===== config.mk =====
export PLATFORM = sky130hd
export DESIGN_NAME = gpm_port
export DESIGN_NICKNAME = d
export VERILOG_FILES = /design/src/logic/gpm_pkg.sv /design/src/logic/gpm_port.sv
export SDC_FILE = /design/constraint.sdc
export NUM_CORES = 1
export LEC_CHECK = 0
export BUFFER_PORTS_ARGS = -buffer_cell sky130_fd_sc_hd__buf_2
export CORE_MARGIN = 5
export CORE_UTILIZATION = 50
export DETAILED_ROUTE_END_ITERATION = 6
export PLACE_DENSITY = 0.72
export SLEW_MARGIN = 10
export SYNTH_ARGS = -nofsm -noshare
export SYNTH_HDL_FRONTEND = slang
export SYNTH_SLANG_ARGS = --single-unit

===== constraint.sdc =====
create_clock -name clk_in -period 12.5 [get_ports clk_in]
set_input_delay 0 -clock clk_in [delete_from_list [all_inputs] [get_ports clk_in]]
set_output_delay 0 -clock clk_in [all_outputs]
set_load 0.01 [all_outputs]

===== src/logic/gpm_pkg.sv =====
// gpm_pkg: register map, field layout and types of the gpio port block.
// assumes one system clock; offsets are apb byte addresses.
package gpm_pkg;
	localparam int unsigned GPM_PINS     = 15;
	localparam int unsigned GPM_FN_W     = 3;
	localparam int unsigned GPM_FN_STRIDE = 4;
	localparam int unsigned GPM_SEL_W    = 8;
	localparam int unsigned GPM_ADDR_W   = 12;
	localparam int unsigned GPM_LOW_PINS = 8;

	localparam logic [11:0] GPM_OFF_DATA  = 12'h000;
	localparam logic [11:0] GPM_OFF_DIR   = 12'h004;
	localparam logic [11:0] GPM_OFF_PULL  = 12'h008;
	localparam logic [11:0] GPM_OFF_DRIVE = 12'h00c;
	localparam logic [11:0] GPM_OFF_SENSE = 12'h010;
	localparam logic [11:0] GPM_OFF_BOTH  = 12'h014;
	localparam logic [11:0] GPM_OFF_POL   = 12'h018;
	localparam logic [11:0] GPM_OFF_MASK  = 12'h01c;
	localparam logic [11:0] GPM_OFF_MSTAT = 12'h024;
	localparam logic [11:0] GPM_OFF_ICLR  = 12'h028;
	localparam logic [11:0] GPM_OFF_FNLO  = 12'h02c;
	localparam logic [11:0] GPM_OFF_FNHI  = 12'h030;
	localparam logic [11:0] GPM_OFF_SET   = 12'h03c;
	localparam logic [11:0] GPM_OFF_CLR   = 12'h040;
	localparam logic [11:0] GPM_OFF_ROUTE = 12'h044;
	localparam logic [11:0] GPM_OFF_RAW   = 12'h020;

	localparam logic [31:0] GPM_RST_ZERO  = 32'h0000_0000;
	localparam logic [31:0] GPM_RST_PULL  = 32'h003f_ffff;
	localparam logic [31:0] GPM_RST_FNHI  = 32'h0000_0110;
	localparam logic [31:0] GPM_FNLO_MASK = 32'h7777_7777;
	localparam logic [31:0] GPM_FNHI_MASK = 32'h0777_7777;

	typedef enum logic [2:0] {
		GPM_FN_GPIO   = 3'b000,
		GPM_FN_FIRST  = 3'b001,
		GPM_FN_SECOND = 3'b100,
		GPM_FN_THIRD  = 3'b101
	} gpm_fn_e;

	typedef enum logic [0:0] {
		GPM_APB_SETUP  = 1'b0,
		GPM_APB_ACCESS = 1'b1
	} gpm_apb_e;

	// per pin alternate peripheral signals, one bit per pin each
	typedef struct packed {
		logic [14:0] out;
		logic [14:0] oe;
	} gpm_alt_s;

	typedef struct packed {
		logic [14:0] out;
		logic [14:0] oe;
		logic [14:0] pull;
		logic [14:0] drive;
	} gpm_pad_s;
endpackage


===== src/logic/gpm_port.sv =====
// gpm_port: fifteen pin gpio port with function mux, pin interrupts and
// timer capture routing, reached as an apb slave.
// assumes pads outside resolve out/oe into the wire and return the level.
`timescale 1ns/10ps

module gpm_port
	import gpm_pkg::*;
#(
	parameter int unsigned PINS = GPM_PINS
) (
	// clock and reset
	input  wire logic                  clk_in,
	input  wire logic                  reset_in,
	// apb slave
	input  wire logic                  psel_in,
	input  wire logic                  penable_in,
	input  wire logic                  pwrite_in,
	input  wire logic [GPM_ADDR_W-1:0] paddr_in,
	input  wire logic [31:0]           pwdata_in,
	input  wire logic [3:0]            pstrb_in,
	output logic      [31:0]           prdata_out,
	output logic                       pready_out,
	output logic                       pslverr_out,
	// pins
	input  wire logic [PINS-1:0]       pin_level_in,
	output gpm_pad_s                   pad_out,
	// alternate peripheral sides
	input  wire gpm_alt_s              first_alt_in,
	input  wire gpm_alt_s              second_alt_in,
	input  wire gpm_alt_s              third_alt_in,
	// timer capture inputs and interrupt
	output logic                       timer1_cap_a_out,
	output logic                       timer1_cap_b_out,
	output logic                       timer2_cap_a_out,
	output logic                       timer2_cap_b_out,
	output logic                       irq_out
);

	////////////////////////////////////////////////////////////////////////
	// registers

	logic [PINS-1:0] data_reg;
	logic [PINS-1:0] dir_reg;
	logic [PINS-1:0] pull_reg;
	logic [PINS-1:0] drive_reg;
	logic [PINS-1:0] sense_reg;
	logic [PINS-1:0] both_reg;
	logic [PINS-1:0] pol_reg;
	logic [PINS-1:0] mask_reg;
	logic [PINS-1:0] raw_reg;
	logic [31:0]     fnlo_reg;
	logic [31:0]     fnhi_reg;
	logic [31:0]     route_reg;
	logic [PINS-1:0] sync1_reg;
	logic [PINS-1:0] sync2_reg;
	logic [PINS-1:0] prev_reg;
	logic            t1a_reg;
	logic            t1b_reg;
	logic            t2a_reg;
	logic            t2b_reg;
	logic            irq_reg;
	logic [31:0]     rdata_reg;

	logic            wr_en;
	logic            rd_setup;
	logic [31:0]     wdata;
	logic [31:0]     rdata_next;
	logic            addr_ok;
	logic [PINS-1:0] hit;
	logic [PINS-1:0] is_gpio;
	logic [PINS-1:0] icl_bits;

	////////////////////////////////////////////////////////////////////////
	// helpers

	function automatic logic [2:0] fn_of(input logic [31:0] lo,
		input logic [31:0] hi, input int unsigned idx);
		int unsigned pos;
		pos = (idx % GPM_LOW_PINS) * GPM_FN_STRIDE;
		if (idx < GPM_LOW_PINS) begin
			fn_of = lo[pos +: GPM_FN_W];
		end else begin
			fn_of = hi[pos +: GPM_FN_W];
		end
	endfunction

	// out of range index picks nothing rather than aliasing a pin
	function automatic logic pick(input logic [PINS-1:0] lv,
		input logic [31:0] rt, input int unsigned fld);
		logic [GPM_SEL_W-1:0] sel;
		sel  = rt[fld*GPM_SEL_W +: GPM_SEL_W];
		pick = 1'b0;
		for (int i = 0; i < PINS; i++) begin
			if (sel == GPM_SEL_W'(i)) begin
				pick = lv[i];
			end
		end
	endfunction

	// byte lane merge for writes
	function automatic logic [31:0] lanes(input logic [31:0] old,
		input logic [31:0] nw, input logic [3:0] st);
		for (int b = 0; b < 4; b++) begin
			lanes[b*8 +: 8] = st[b] ? nw[b*8 +: 8] : old[b*8 +: 8];
		end
	endfunction

	////////////////////////////////////////////////////////////////////////
	// apb: zero wait states, error on unmapped offsets

	always_comb begin
		case (paddr_in)
		GPM_OFF_DATA, GPM_OFF_DIR, GPM_OFF_PULL, GPM_OFF_DRIVE,
		GPM_OFF_SENSE, GPM_OFF_BOTH, GPM_OFF_POL, GPM_OFF_MASK,
		GPM_OFF_RAW, GPM_OFF_MSTAT, GPM_OFF_ICLR, GPM_OFF_FNLO,
		GPM_OFF_FNHI, GPM_OFF_SET, GPM_OFF_CLR, GPM_OFF_ROUTE: begin
			addr_ok = 1'b1;
		end
		default: begin
			addr_ok = 1'b0;
		end
		endcase
	end

	assign wr_en       = psel_in & penable_in & pwrite_in & addr_ok;
	assign rd_setup    = psel_in & ~penable_in & ~pwrite_in;
	// no wait states: every access ends in its first access cycle
	assign pready_out  = 1'b1;
	assign pslverr_out = psel_in & penable_in & ~addr_ok;
	assign prdata_out  = rdata_reg;

	function automatic logic [31:0] pext(input logic [PINS-1:0] v);
		pext = 32'(v);
	endfunction

	function automatic logic [PINS-1:0] pw(input logic [PINS-1:0] old);
		logic [31:0] m;
		m  = lanes(pext(old), pwdata_in, pstrb_in);
		pw = m[PINS-1:0];
	endfunction

	assign wdata = pwdata_in;

	always_comb begin
		case (paddr_in)
		GPM_OFF_DATA:  rdata_next = pext(sync2_reg);
		GPM_OFF_DIR:   rdata_next = pext(dir_reg);
		GPM_OFF_PULL:  rdata_next = pext(pull_reg);
		GPM_OFF_DRIVE: rdata_next = pext(drive_reg);
		GPM_OFF_SENSE: rdata_next = pext(sense_reg);
		GPM_OFF_BOTH:  rdata_next = pext(both_reg);
		GPM_OFF_POL:   rdata_next = pext(pol_reg);
		GPM_OFF_MASK:  rdata_next = pext(mask_reg);
		GPM_OFF_RAW:   rdata_next = pext(raw_reg);
		GPM_OFF_MSTAT: rdata_next = pext(raw_reg & mask_reg);
		GPM_OFF_FNLO:  rdata_next = fnlo_reg;
		GPM_OFF_FNHI:  rdata_next = fnhi_reg;
		GPM_OFF_ROUTE: rdata_next = route_reg;
		default:       rdata_next = GPM_RST_ZERO;
		endcase
	end

	// read data registered in setup so it is stable for the access edge
	always_ff @(posedge clk_in or posedge reset_in) begin
		if (reset_in) begin
			rdata_reg <= GPM_RST_ZERO;
		end else if (rd_setup) begin
			rdata_reg <= rdata_next;
		end
	end

	////////////////////////////////////////////////////////////////////////
	// output data with atomic set and clear
	// a plain data write wins; set and clear only move bits written 1

	always_ff @(posedge clk_in or posedge reset_in) begin
		if (reset_in) begin
			data_reg <= '0;
		end else if (wr_en && paddr_in == GPM_OFF_DATA) begin
			data_reg <= pw(data_reg);
		end else if (wr_en && paddr_in == GPM_OFF_SET) begin
			data_reg <= data_reg | pw('0);
		end else if (wr_en && paddr_in == GPM_OFF_CLR) begin
			data_reg <= data_reg & ~pw('0);
		end
	end

	////////////////////////////////////////////////////////////////////////
	// configuration registers
	// pw drops bits above the last pin, so they read back as zero

	always_ff @(posedge clk_in or posedge reset_in) begin
		if (reset_in) begin
			dir_reg   <= '0;
			pull_reg  <= GPM_RST_PULL[PINS-1:0];
			drive_reg <= '0;
			sense_reg <= '0;
			both_reg  <= '0;
			pol_reg   <= '0;
			mask_reg  <= '0;
		end else if (wr_en) begin
			if (paddr_in == GPM_OFF_DIR)   dir_reg   <= pw(dir_reg);
			if (paddr_in == GPM_OFF_PULL)  pull_reg  <= pw(pull_reg);
			if (paddr_in == GPM_OFF_DRIVE) drive_reg <= pw(drive_reg);
			if (paddr_in == GPM_OFF_SENSE) sense_reg <= pw(sense_reg);
			if (paddr_in == GPM_OFF_BOTH)  both_reg  <= pw(both_reg);
			if (paddr_in == GPM_OFF_POL)   pol_reg   <= pw(pol_reg);
			if (paddr_in == GPM_OFF_MASK)  mask_reg  <= pw(mask_reg);
		end
	end

	// reserved bits of the function registers are kept at zero
	always_ff @(posedge clk_in or posedge reset_in) begin
		if (reset_in) begin
			fnlo_reg  <= GPM_RST_ZERO;
			fnhi_reg  <= GPM_RST_FNHI;
			route_reg <= GPM_RST_ZERO;
		end else if (wr_en) begin
			if (paddr_in == GPM_OFF_FNLO) begin
				fnlo_reg <= lanes(fnlo_reg, wdata, pstrb_in)
					& GPM_FNLO_MASK;
			end
			if (paddr_in == GPM_OFF_FNHI) begin
				fnhi_reg <= lanes(fnhi_reg, wdata, pstrb_in)
					& GPM_FNHI_MASK;
			end
			if (paddr_in == GPM_OFF_ROUTE) begin
				route_reg <= lanes(route_reg, wdata, pstrb_in);
			end
		end
	end

	////////////////////////////////////////////////////////////////////////
	// pin function mux
	// pad controls registered so a function switch cannot glitch a pin

	generate
		for (genvar p = 0; p < PINS; p++) begin : g_pin
			logic [2:0] fn;
			assign fn         = fn_of(fnlo_reg, fnhi_reg, p);
			assign is_gpio[p] = (fn == GPM_FN_GPIO);
			always_ff @(posedge clk_in or posedge reset_in) begin
				if (reset_in) begin
					pad_out.out[p] <= 1'b0;
					pad_out.oe[p]  <= 1'b0;
				end else begin
					case (fn)
					GPM_FN_GPIO: begin
						pad_out.out[p] <= data_reg[p];
						pad_out.oe[p]  <= dir_reg[p];
					end
					GPM_FN_FIRST: begin
						pad_out.out[p] <= first_alt_in.out[p];
						pad_out.oe[p]  <= first_alt_in.oe[p];
					end
					GPM_FN_SECOND: begin
						pad_out.out[p] <= second_alt_in.out[p];
						pad_out.oe[p]  <= second_alt_in.oe[p];
					end
					GPM_FN_THIRD: begin
						pad_out.out[p] <= third_alt_in.out[p];
						pad_out.oe[p]  <= third_alt_in.oe[p];
					end
					default: begin
						pad_out.out[p] <= 1'b0;
						pad_out.oe[p]  <= 1'b0;
					end
					endcase
				end
			end
		end
	endgenerate

	assign pad_out.pull  = pull_reg;
	assign pad_out.drive = drive_reg;

	////////////////////////////////////////////////////////////////////////
	// pin synchroniser and interrupt detection
	// only sync2_reg reads sync1_reg; prev_reg keeps one edge of history

	always_ff @(posedge clk_in or posedge reset_in) begin
		if (reset_in) begin
			sync1_reg <= '0;
			sync2_reg <= '0;
			prev_reg  <= '0;
		end else begin
			sync1_reg <= pin_level_in;
			sync2_reg <= sync1_reg;
			prev_reg  <= sync2_reg;
		end
	end

	always_comb begin
		for (int i = 0; i < PINS; i++) begin
			if (sense_reg[i]) begin
				hit[i] = (sync2_reg[i] == pol_reg[i]);
			end else if (both_reg[i]) begin
				hit[i] = (sync2_reg[i] != prev_reg[i]);
			end else begin
				hit[i] = (sync2_reg[i] != prev_reg[i])
					&& (sync2_reg[i] == pol_reg[i]);
			end
		end
	end

	assign icl_bits = (wr_en && paddr_in == GPM_OFF_ICLR)
		? pw('0) : '0;

	// a new event in the clear cycle wins over the clear
	always_ff @(posedge clk_in or posedge reset_in) begin
		if (reset_in) begin
			raw_reg <= '0;
		end else begin
			raw_reg <= (raw_reg & ~icl_bits)
				| (hit & is_gpio);
		end
	end

	always_ff @(posedge clk_in or posedge reset_in) begin
		if (reset_in) begin
			irq_reg <= 1'b0;
		end else begin
			irq_reg <= |(raw_reg & mask_reg);
		end
	end
	// registered so a clear write cannot glitch the request line
	assign irq_out = irq_reg;

	////////////////////////////////////////////////////////////////////////
	// timer capture routing
	// capture follows the synchronised pin, not the raw pad level

	always_ff @(posedge clk_in or posedge reset_in) begin
		if (reset_in) begin
			t1a_reg <= 1'b0;
			t1b_reg <= 1'b0;
			t2a_reg <= 1'b0;
			t2b_reg <= 1'b0;
		end else begin
			t1a_reg <= pick(sync2_reg, route_reg, 0);
			t1b_reg <= pick(sync2_reg, route_reg, 1);
			t2a_reg <= pick(sync2_reg, route_reg, 2);
			t2b_reg <= pick(sync2_reg, route_reg, 3);
		end
	end
	assign timer1_cap_a_out = t1a_reg;
	assign timer1_cap_b_out = t1b_reg;
	assign timer2_cap_a_out = t2a_reg;
	assign timer2_cap_b_out = t2b_reg;

endmodule


---- Yosys cells after proc, flatten, opt, wreduce, memory -nomap -nowiden ----
Cells that the tools add are included.
operators by class
  eq/ne operators ......................... 148
  mux-type cells .......................... 130
  bitwise logic cells ..................... 17
  reductions and logical operators ........ 70
operators by type and width
  kind                   number
  $pmux W32 S13          1
  $eq A8 B4 Y1 const B   28
  $eq A8 B3 Y1 const B   16
  $pmux W1 S4            30
  $mux W1                91
  $eq A3 B3 Y1 const B   30
  $reduce_and A3 Y1      26
  $eq A12 B6 Y1 const B  6
  $eq A8 B2 Y1 const B   8
  $and A15 B15 Y15       4
  $mux W15               4
  $eq A12 B5 Y1 const B  4
  $eq A3 B1 Y1 const B   15
  $logic_not A3 Y1       15
  $eq A8 B1 Y1 const B   4
  $logic_not A8 Y1       4
  $not A15 Y15           2
  $or A15 B15 Y15        2
  $eq A12 B4 Y1 const B  2
  $eq A12 B7 Y1 const B  2
  $logic_and A1 B1 Y1    19
  $mux W8                2
  $reduce_or A16 Y1      1
  $eq A1 B1 Y1           15
  other kinds (10)       34
storage, ports and cells
  bits in registers ....................... 324
  input bits .............................. 158
  output and inout port bits .............. 99
  word-level logic and storage cells ...... 433

---- Depth between registers and ports, before layout ----
Gate-level depths: netlist of run 1.
  depth in word-level cells ............... 16
  gate-level depth with buffers ........... 8
  gate-level depth less buffers ........... 5

---- Least setup slack after synthesis of run 1 ----
OpenSTA, ideal clock, no wires.
  path type ............................... reg2reg
  from .................................... register route_reg[16]
  to ...................................... register t2a_reg, in the netlist timer2_cap_a_out
  setup time .............................. 0.119 ns
  arrival ................................. 1.699 ns
  data required time ...................... 12.381 ns
  slack ................................... 10.682 ns
  cell stages (with the launch flop) ...... 5
  buffers on the path ..................... 1
  period minus slack after synthesis ...... 1.818 ns
  cells stage by stage .................... dfrtp_1 -> clkbuf_1 -> mux4_2 -> mux4_2 -> and2_1
on the way
  cells in the longest elaborated chain, start to end .. 16
  elaborated cells between the ends (all ways) .. 30
  classes of those cells .................. eq/ne: 14; mux: 15; reduce/logical: 1
RTL lines
  element                   RTL line         text
  start: declaration        gpm_port.sv:53   logic [31:0] route_reg;
  start signal: assignment  gpm_port.sv:228  route_reg <= lanes(route_reg, wdata, pstrb_in);
  $logic_not A8 Y1          gpm_port.sv:94   if (sel == GPM_SEL_W'(i)) begin
  $mux W1 (14 in series)    gpm_port.sv:94
  $mux W1 (*)               gpm_port.sv:94
  end signal: assignment    gpm_port.sv:342  t2a_reg <= pick(sync2_reg, route_reg, 2);
  end: declaration          gpm_port.sv:59   logic t2a_reg;
Every way passes the cells marked *; elsewhere a longest branch is shown, timed or not.
A chain may end at the register's enable or synchronous reset.

==> out/results.ini, run 1 <==
[timing]
setup_slack_ns=9.64
fmax_mhz=350
finalCritPeriodShare=0.228
hold_viol=0
report.final.slew_viol_count=0
setup_viol=0
fin_tns_setup_ns=0
slew_headroom=0.190
tightest_slew_ns=1.22
holdWs_ns=0.0692
finalClockSkew_ns=0.0195
rsz0062_at_grt=false
period_needed_ns=2.86

[logic_synthesis]
synthCells=1242
ys.flop_type=dfrtp_1
ys_seq_area_frac=0.520
synth_compound_area_frac=0.0965
synth_top_family_by_area=multiplexers
async_flop_share=1.00
syn_area_mm2=0.0156
synth_xor_area_frac=0.0168
synthAdderAreaFrac=0
syn_nets=1400
synth_enable_flop_cells=0
yosysWarnings=0
muxShareOfSynthArea=0.226
avgSynthCellArea_um2=12.6
synth-seq-cells=324
ys_types=69
synth-simple-area-share=0.117

[setup_path]
cp_data_required_time_ns=12.91
endpoint_kind=flip-flop
timing.rr.end=prdata_out[4]
arrival_ns=3.27
crit_type=in2reg
cp-start-kind=primary input
rrSetupSlack_ns=10.42
r2r_cells=4
worstPathMaxFanout=17
r2r_start=sync2_reg[4]

[global_route]
antenna_found_initial=2
grt_max_degree=195
grt_pass1_vias=13400
grt_overflow_total=0
grt_pass1_wl_mm=87.8
grt_usage=0.331

[die]
rows=64
fp.dieW_um=187
io_pins=257
die-area_mm2=0.0349
die_h_um=187
coreArea_mm2=0.0307
initial_core_util=0.508

[cts]
clkLatencyLatePin_ns=0.53
cts_resized=0
cts_setup_buffers=0
cts_tree=built
cts-hold-fix-buffers=111
cts_buffer_depth=3
cts_made_buffers=36
htreeDepth=2
cts_sinks=324
cts-root-buf=clkbuf_16
clkTransAtPathRegs_ns=0.07

[drt]
via_per_inst=6.43
via_count=12900
drt_iter0_drc=1469
drc=11
ant_nets=0
wl_per_cell_um=29.4
firstDrtPassIters=7
wirelength_mm=59.0

[layout]
antenna_cells=0
filler_cell_count=2341
nNetsFinal=1743
fin_util=0.639
final_cell_mix=307 x dfrtp_1, 255 x buf_2, 193 x mux2_2
layout_commonest_cell=dfrtp_1
layout-drive-gt1-share=0.389
fin_area_mm2=0.0196
syn_to_final_growth_pct=25.7
finalNonFillerCells=2008

[placed_design]
gp_congestion=0.996
placedCellCount=1832
detailed_place_hpwl_mm=40.7
io_buffer_count=255
dpl-instance-area_mm2=0.0172
place_ws_ns=9.51

[power_and_ir_drop]
clkPwrFrac=0.485
p_sw_uw=562
pwr-share-seq=0.448
swShare=0.234
p_total_mw=2.40
power.density_mw_per_mm2=122
p_int_mw=1.84
p_leak_nw=9.22
p_comb_frac=0.067
irDropWorstVdd_mv=0.133

[min_path]
holdCritPathClass=in2reg
min_from=pstrb_in[1]
whs_path_depth=5

[run_status]
violations=DRC
status=finished with violations

[job]
drv_cap=0

power groups by stage:
| stage | sequential [mW] | combinational [mW] | clock [mW] |
|---|---|---|---|
| floorplan | 1.09 | 0.0707 | 0 |
| global placement | 1.09 | 0.137 | 0 |
| detailed placement | 1.09 | 0.139 | 0 |
| CTS | 1.08 | 0.159 | 1.17 |
| global route | 1.08 | 0.172 | 1.21 |
| finish | 1.08 | 0.161 | 1.17 |
cell usage after synthesis (all sizes together) (27+ instances only):
library cell  instances  share of area
mux2                193           0.14
dfrtp               307           0.49
nand2               114          0.028
clkbuf               44          0.011
o21ai                27         0.0087
mux4                 49          0.071
buf                  34          0.011
a22oi                27          0.013
nor2b                47          0.019
nand3                41          0.014
o22ai                30          0.013
nor2                 45          0.015
layout make-up:
class / count / area [µm²] / area share
Tap cell: 396 / 495 / 0.0252
Inverter: 7 / 33.8 / 0.00172
Sequential cell: 324 / 8130 / 0.414
Timing Repair Buffer: 383 / 2530 / 0.129
Clock inverter: 21 / 332 / 0.0169
Multi-Input combinational cell: 833 / 7160 / 0.364
Clock buffer: 44 / 961 / 0.0489
worst max-delay path by stage:
stage	cells after the start	slack, ns	endpoint	startpoint
6_report	8	9.64	flip-flop	paddr_in[11]
5_1_grt	8	9.62	flip-flop	paddr_in[11]
4_1_cts	8	9.75	flip-flop	paddr_in[11]
3_5_place_dp	7	9.51	flip-flop	paddr_in[4]
3_3_place_gp	7	9.55	flip-flop	paddr_in[9]
2_1_floorplan	1	3.56	asynchronous set/reset pin	reset_in
cell families after synthesis:
logic type	after synthesis
other	1
muxes	268
and+or+nand+nor	332
buffers and inverters	85
AOI/OAI and AO/OA	202
xor gates and xnor gates	30
DFF	324
per-layer routing:
| layer | vias to the layer above | global-route usage | share of wire |
|---|---|---|---|
| met4 | 2 | 0.121 | 0.044 |
| met2 | 737 | 0.534 | 0.47 |
| met3 | 155 | 0.0717 | 0.092 |
| li1 | 5373 | - | - |
| met5 | - | 0 | 0.00022 |
| met1 | 6649 | 0.445 | 0.39 |
critical path: stages:
cell           delay (ns)
dlygate4sd3_1        0.57
buf_2                0.16
nor4_4               0.43
buf_4                0.33
nand3_1              0.69
o22ai_2              0.67
nand3_1              0.14
a22o_1               0.26
Power figures use the tool's default switching activity.
==> inputs of run 2 (changes only) <==
==> constraint.sdc (replaced) <==
create_clock -name clk_in -period 2.66 [get_ports clk_in]
set_input_delay 0 -clock clk_in [delete_from_list [all_inputs] [get_ports clk_in]]
set_output_delay 0 -clock clk_in [all_outputs]
set_load 0.01 [all_outputs]
==> run 2 against run 1 <==
Compared with the run above: clock skew grew 0.0013 ns; cell count up 3.0%; sequential power rose to 4.7 times the previous value; global-route usage increased by 0.93 points; clock-buffer cell count shrank 1; cell area rose by 2.4%; the flow still finishes with violations (DRC); clock power grew to 4.5 times the previous value; combinational power rose to 4.9 times the previous value; worst hold slack got worse by 0.014 ns; first-iteration DRC count shrank 7.8%; utilization increased by 1.6 points; die area is the same.
==> out/results.ini, run 2 (synthesized netlist as in run 1, its figures left out) <==
[min_path]
min_from=pstrb_in[1]
whs_path_depth=5
holdCritPathClass=in2reg

[cts]
cts_setup_buffers=0
clkLatencyLatePin_ns=0.53
cts_tree=built
cts_made_buffers=36
cts-root-buf=clkbuf_16
cts_sinks=324
cts_buffer_depth=3
clkTransAtPathRegs_ns=0.06
htreeDepth=2

[timing]
rsz0062_at_grt=false
holdWs_ns=0.0555
report.final.slew_viol_count=0
period_needed_ns=2.55
finalClockSkew_ns=0.0208
fin_tns_setup_ns=0
slew_headroom=0.481
hold_viol=0
setup_viol=0
tightest_slew_ns=0.779
finalCritPeriodShare=0.958
fmax_mhz=392
setup_slack_ns=0.111

[setup_path]
cp-start-kind=primary input
cpPeakStageDelay_ns=0.63
worstPathCellList=dlygate4sd3_1 > buf_2 > nor4_4 > dlygate4sd3_1 > buf_12 > and3_2 > buf_4 > and3_1 > mux2_2
crit_type=in2reg
worstPathMaxFanout=24
r2r_start=fnhi_reg[4]
arrival_ns=2.95
cp_data_required_time_ns=3.06
critical-path-top-delay-family=buffers and inverters
endpoint_kind=flip-flop
path_buf_inv=5
r2r_cells=3
rrSetupSlack_ns=0.59
critPathSlowestCell=dlygate4sd3_1
cp_common_cell=dlygate4sd3_1
timing.rr.end=pad_out[54]

[global_route]
grt_overflow_total=0
grt_pass1_vias=13700
grt_pass1_wl_mm=89.9
grt_usage=0.340
grt_max_degree=110
antenna_found_initial=1

[drt]
via_per_inst=6.38
wirelength_mm=60.3
wl_per_cell_um=29.2
ant_nets=0
firstDrtPassIters=7
drt_iter0_drc=1354
drc=1
via_count=13200

[die]
die-area_mm2=0.0349
coreArea_mm2=0.0307
io_pins=257
rows=64
die_h_um=187
initial_core_util=0.508
fp.dieW_um=187

[run_status]
status=finished with violations
violations=DRC

[job]
drv_cap=0

[layout]
syn_to_final_growth_pct=28.8
nNetsFinal=1802
layout_commonest_cell=dfrtp_1
layout-drive-gt1-share=0.414
final_cell_mix=307 x dfrtp_1, 255 x buf_2, 193 x mux2_2
filler_cell_count=2349

[power_and_ir_drop]
power.density_mw_per_mm2=551
irDropWorstVdd_mv=0.547
p_leak_nw=9.52

[placed_design]
place_ws_ns=0.284
gp_congestion=1.04
detailed_place_hpwl_mm=43.0
io_buffer_count=255

==> run 2: changes by cell type in the layout (fill, tap and decap cells not counted), moves of 3 or more <==
cell / previous run / this run
clkbuf_8: 3 / 6
buf_12: 1 / 8
bufinv_16: 8 / 5
clkbuf_1: 5 / 1
clkinv_2: 7 / 11
buf_4: 16 / 68
==> run 2: worst max-delay path by stage <==
stage / start / endpoint / slack [ns] / cells past startpoint
3_5_place_dp: paddr_in[5] / fnlo_reg[28] / 0.28 / 6
6_report: paddr_in[10] / fnhi_reg[21] / 0.11 / 9
3_3_place_gp: paddr_in[5] / fnlo_reg[29] / 0.37 / 6
4_1_cts: paddr_in[10] / fnhi_reg[16] / 0.1 / 9
5_1_grt: paddr_in[10] / fnhi_reg[18] / 0.07 / 9
2_1_floorplan: reset_in / asynchronous set/reset pin / -1.65 / 1
==> run 2: report_power, final <==
group          total (mW)  leakage [nW]  internal, mW  switching, mW
combinational       0.789          4.65         0.328          0.461
sequential           5.05          4.26          4.98         0.0722
clock                5.24         0.618          3.15           2.09
total                11.1          9.52          8.46           2.62
==> run 2: tightest hold or removal path: cells and delay by family <==
kind | cells | cell delay [ns]
buf+inv | 1 | 0.20
compound gates | 1 | 0.11
simple gates | 3 | 0.22
==> run 2: what timing repair did <==
item | CTS | global route
hold endpoints to repair | 229 | 0
endpoints found under the setup margin | 0 | 6
gates resized for setup | 0 | 1
hold buffers | 111 | 0
==> run 2: per-layer routing <==
metal | part of all wire | GRT usage
met1 | 0.39 | 0.457
met4 | 0.042 | 0.123
met3 | 0.091 | 0.0658
met5 | 0 | 0
met2 | 0.48 | 0.556
==> run 2: area by class of cell <==
type	instances	area [µm²]	share of cell area
antenna	1	2.50	0.000124
timing repair buffer	442	3060	0.152
clock inverter	22	262	0.0130
clock buffer	43	987	0.0491
inverter	7	30.0	0.00149
multi-input combinational	833	7150	0.355
tap	396	495	0.0246
sequential	324	8130	0.404
==> run 2: through the flow <==
stage	util	std cells	instance area, µm²	power, mW
floorplan	-	1242	15600	5.45
global placement	0.577	1891	17700	5.81
detailed placement	0.577	1891	17700	5.82
CTS	0.654	2067	20100	11.1
global route	0.654	2067	20100	11.4
finish	0.654	2068	20100	11.1
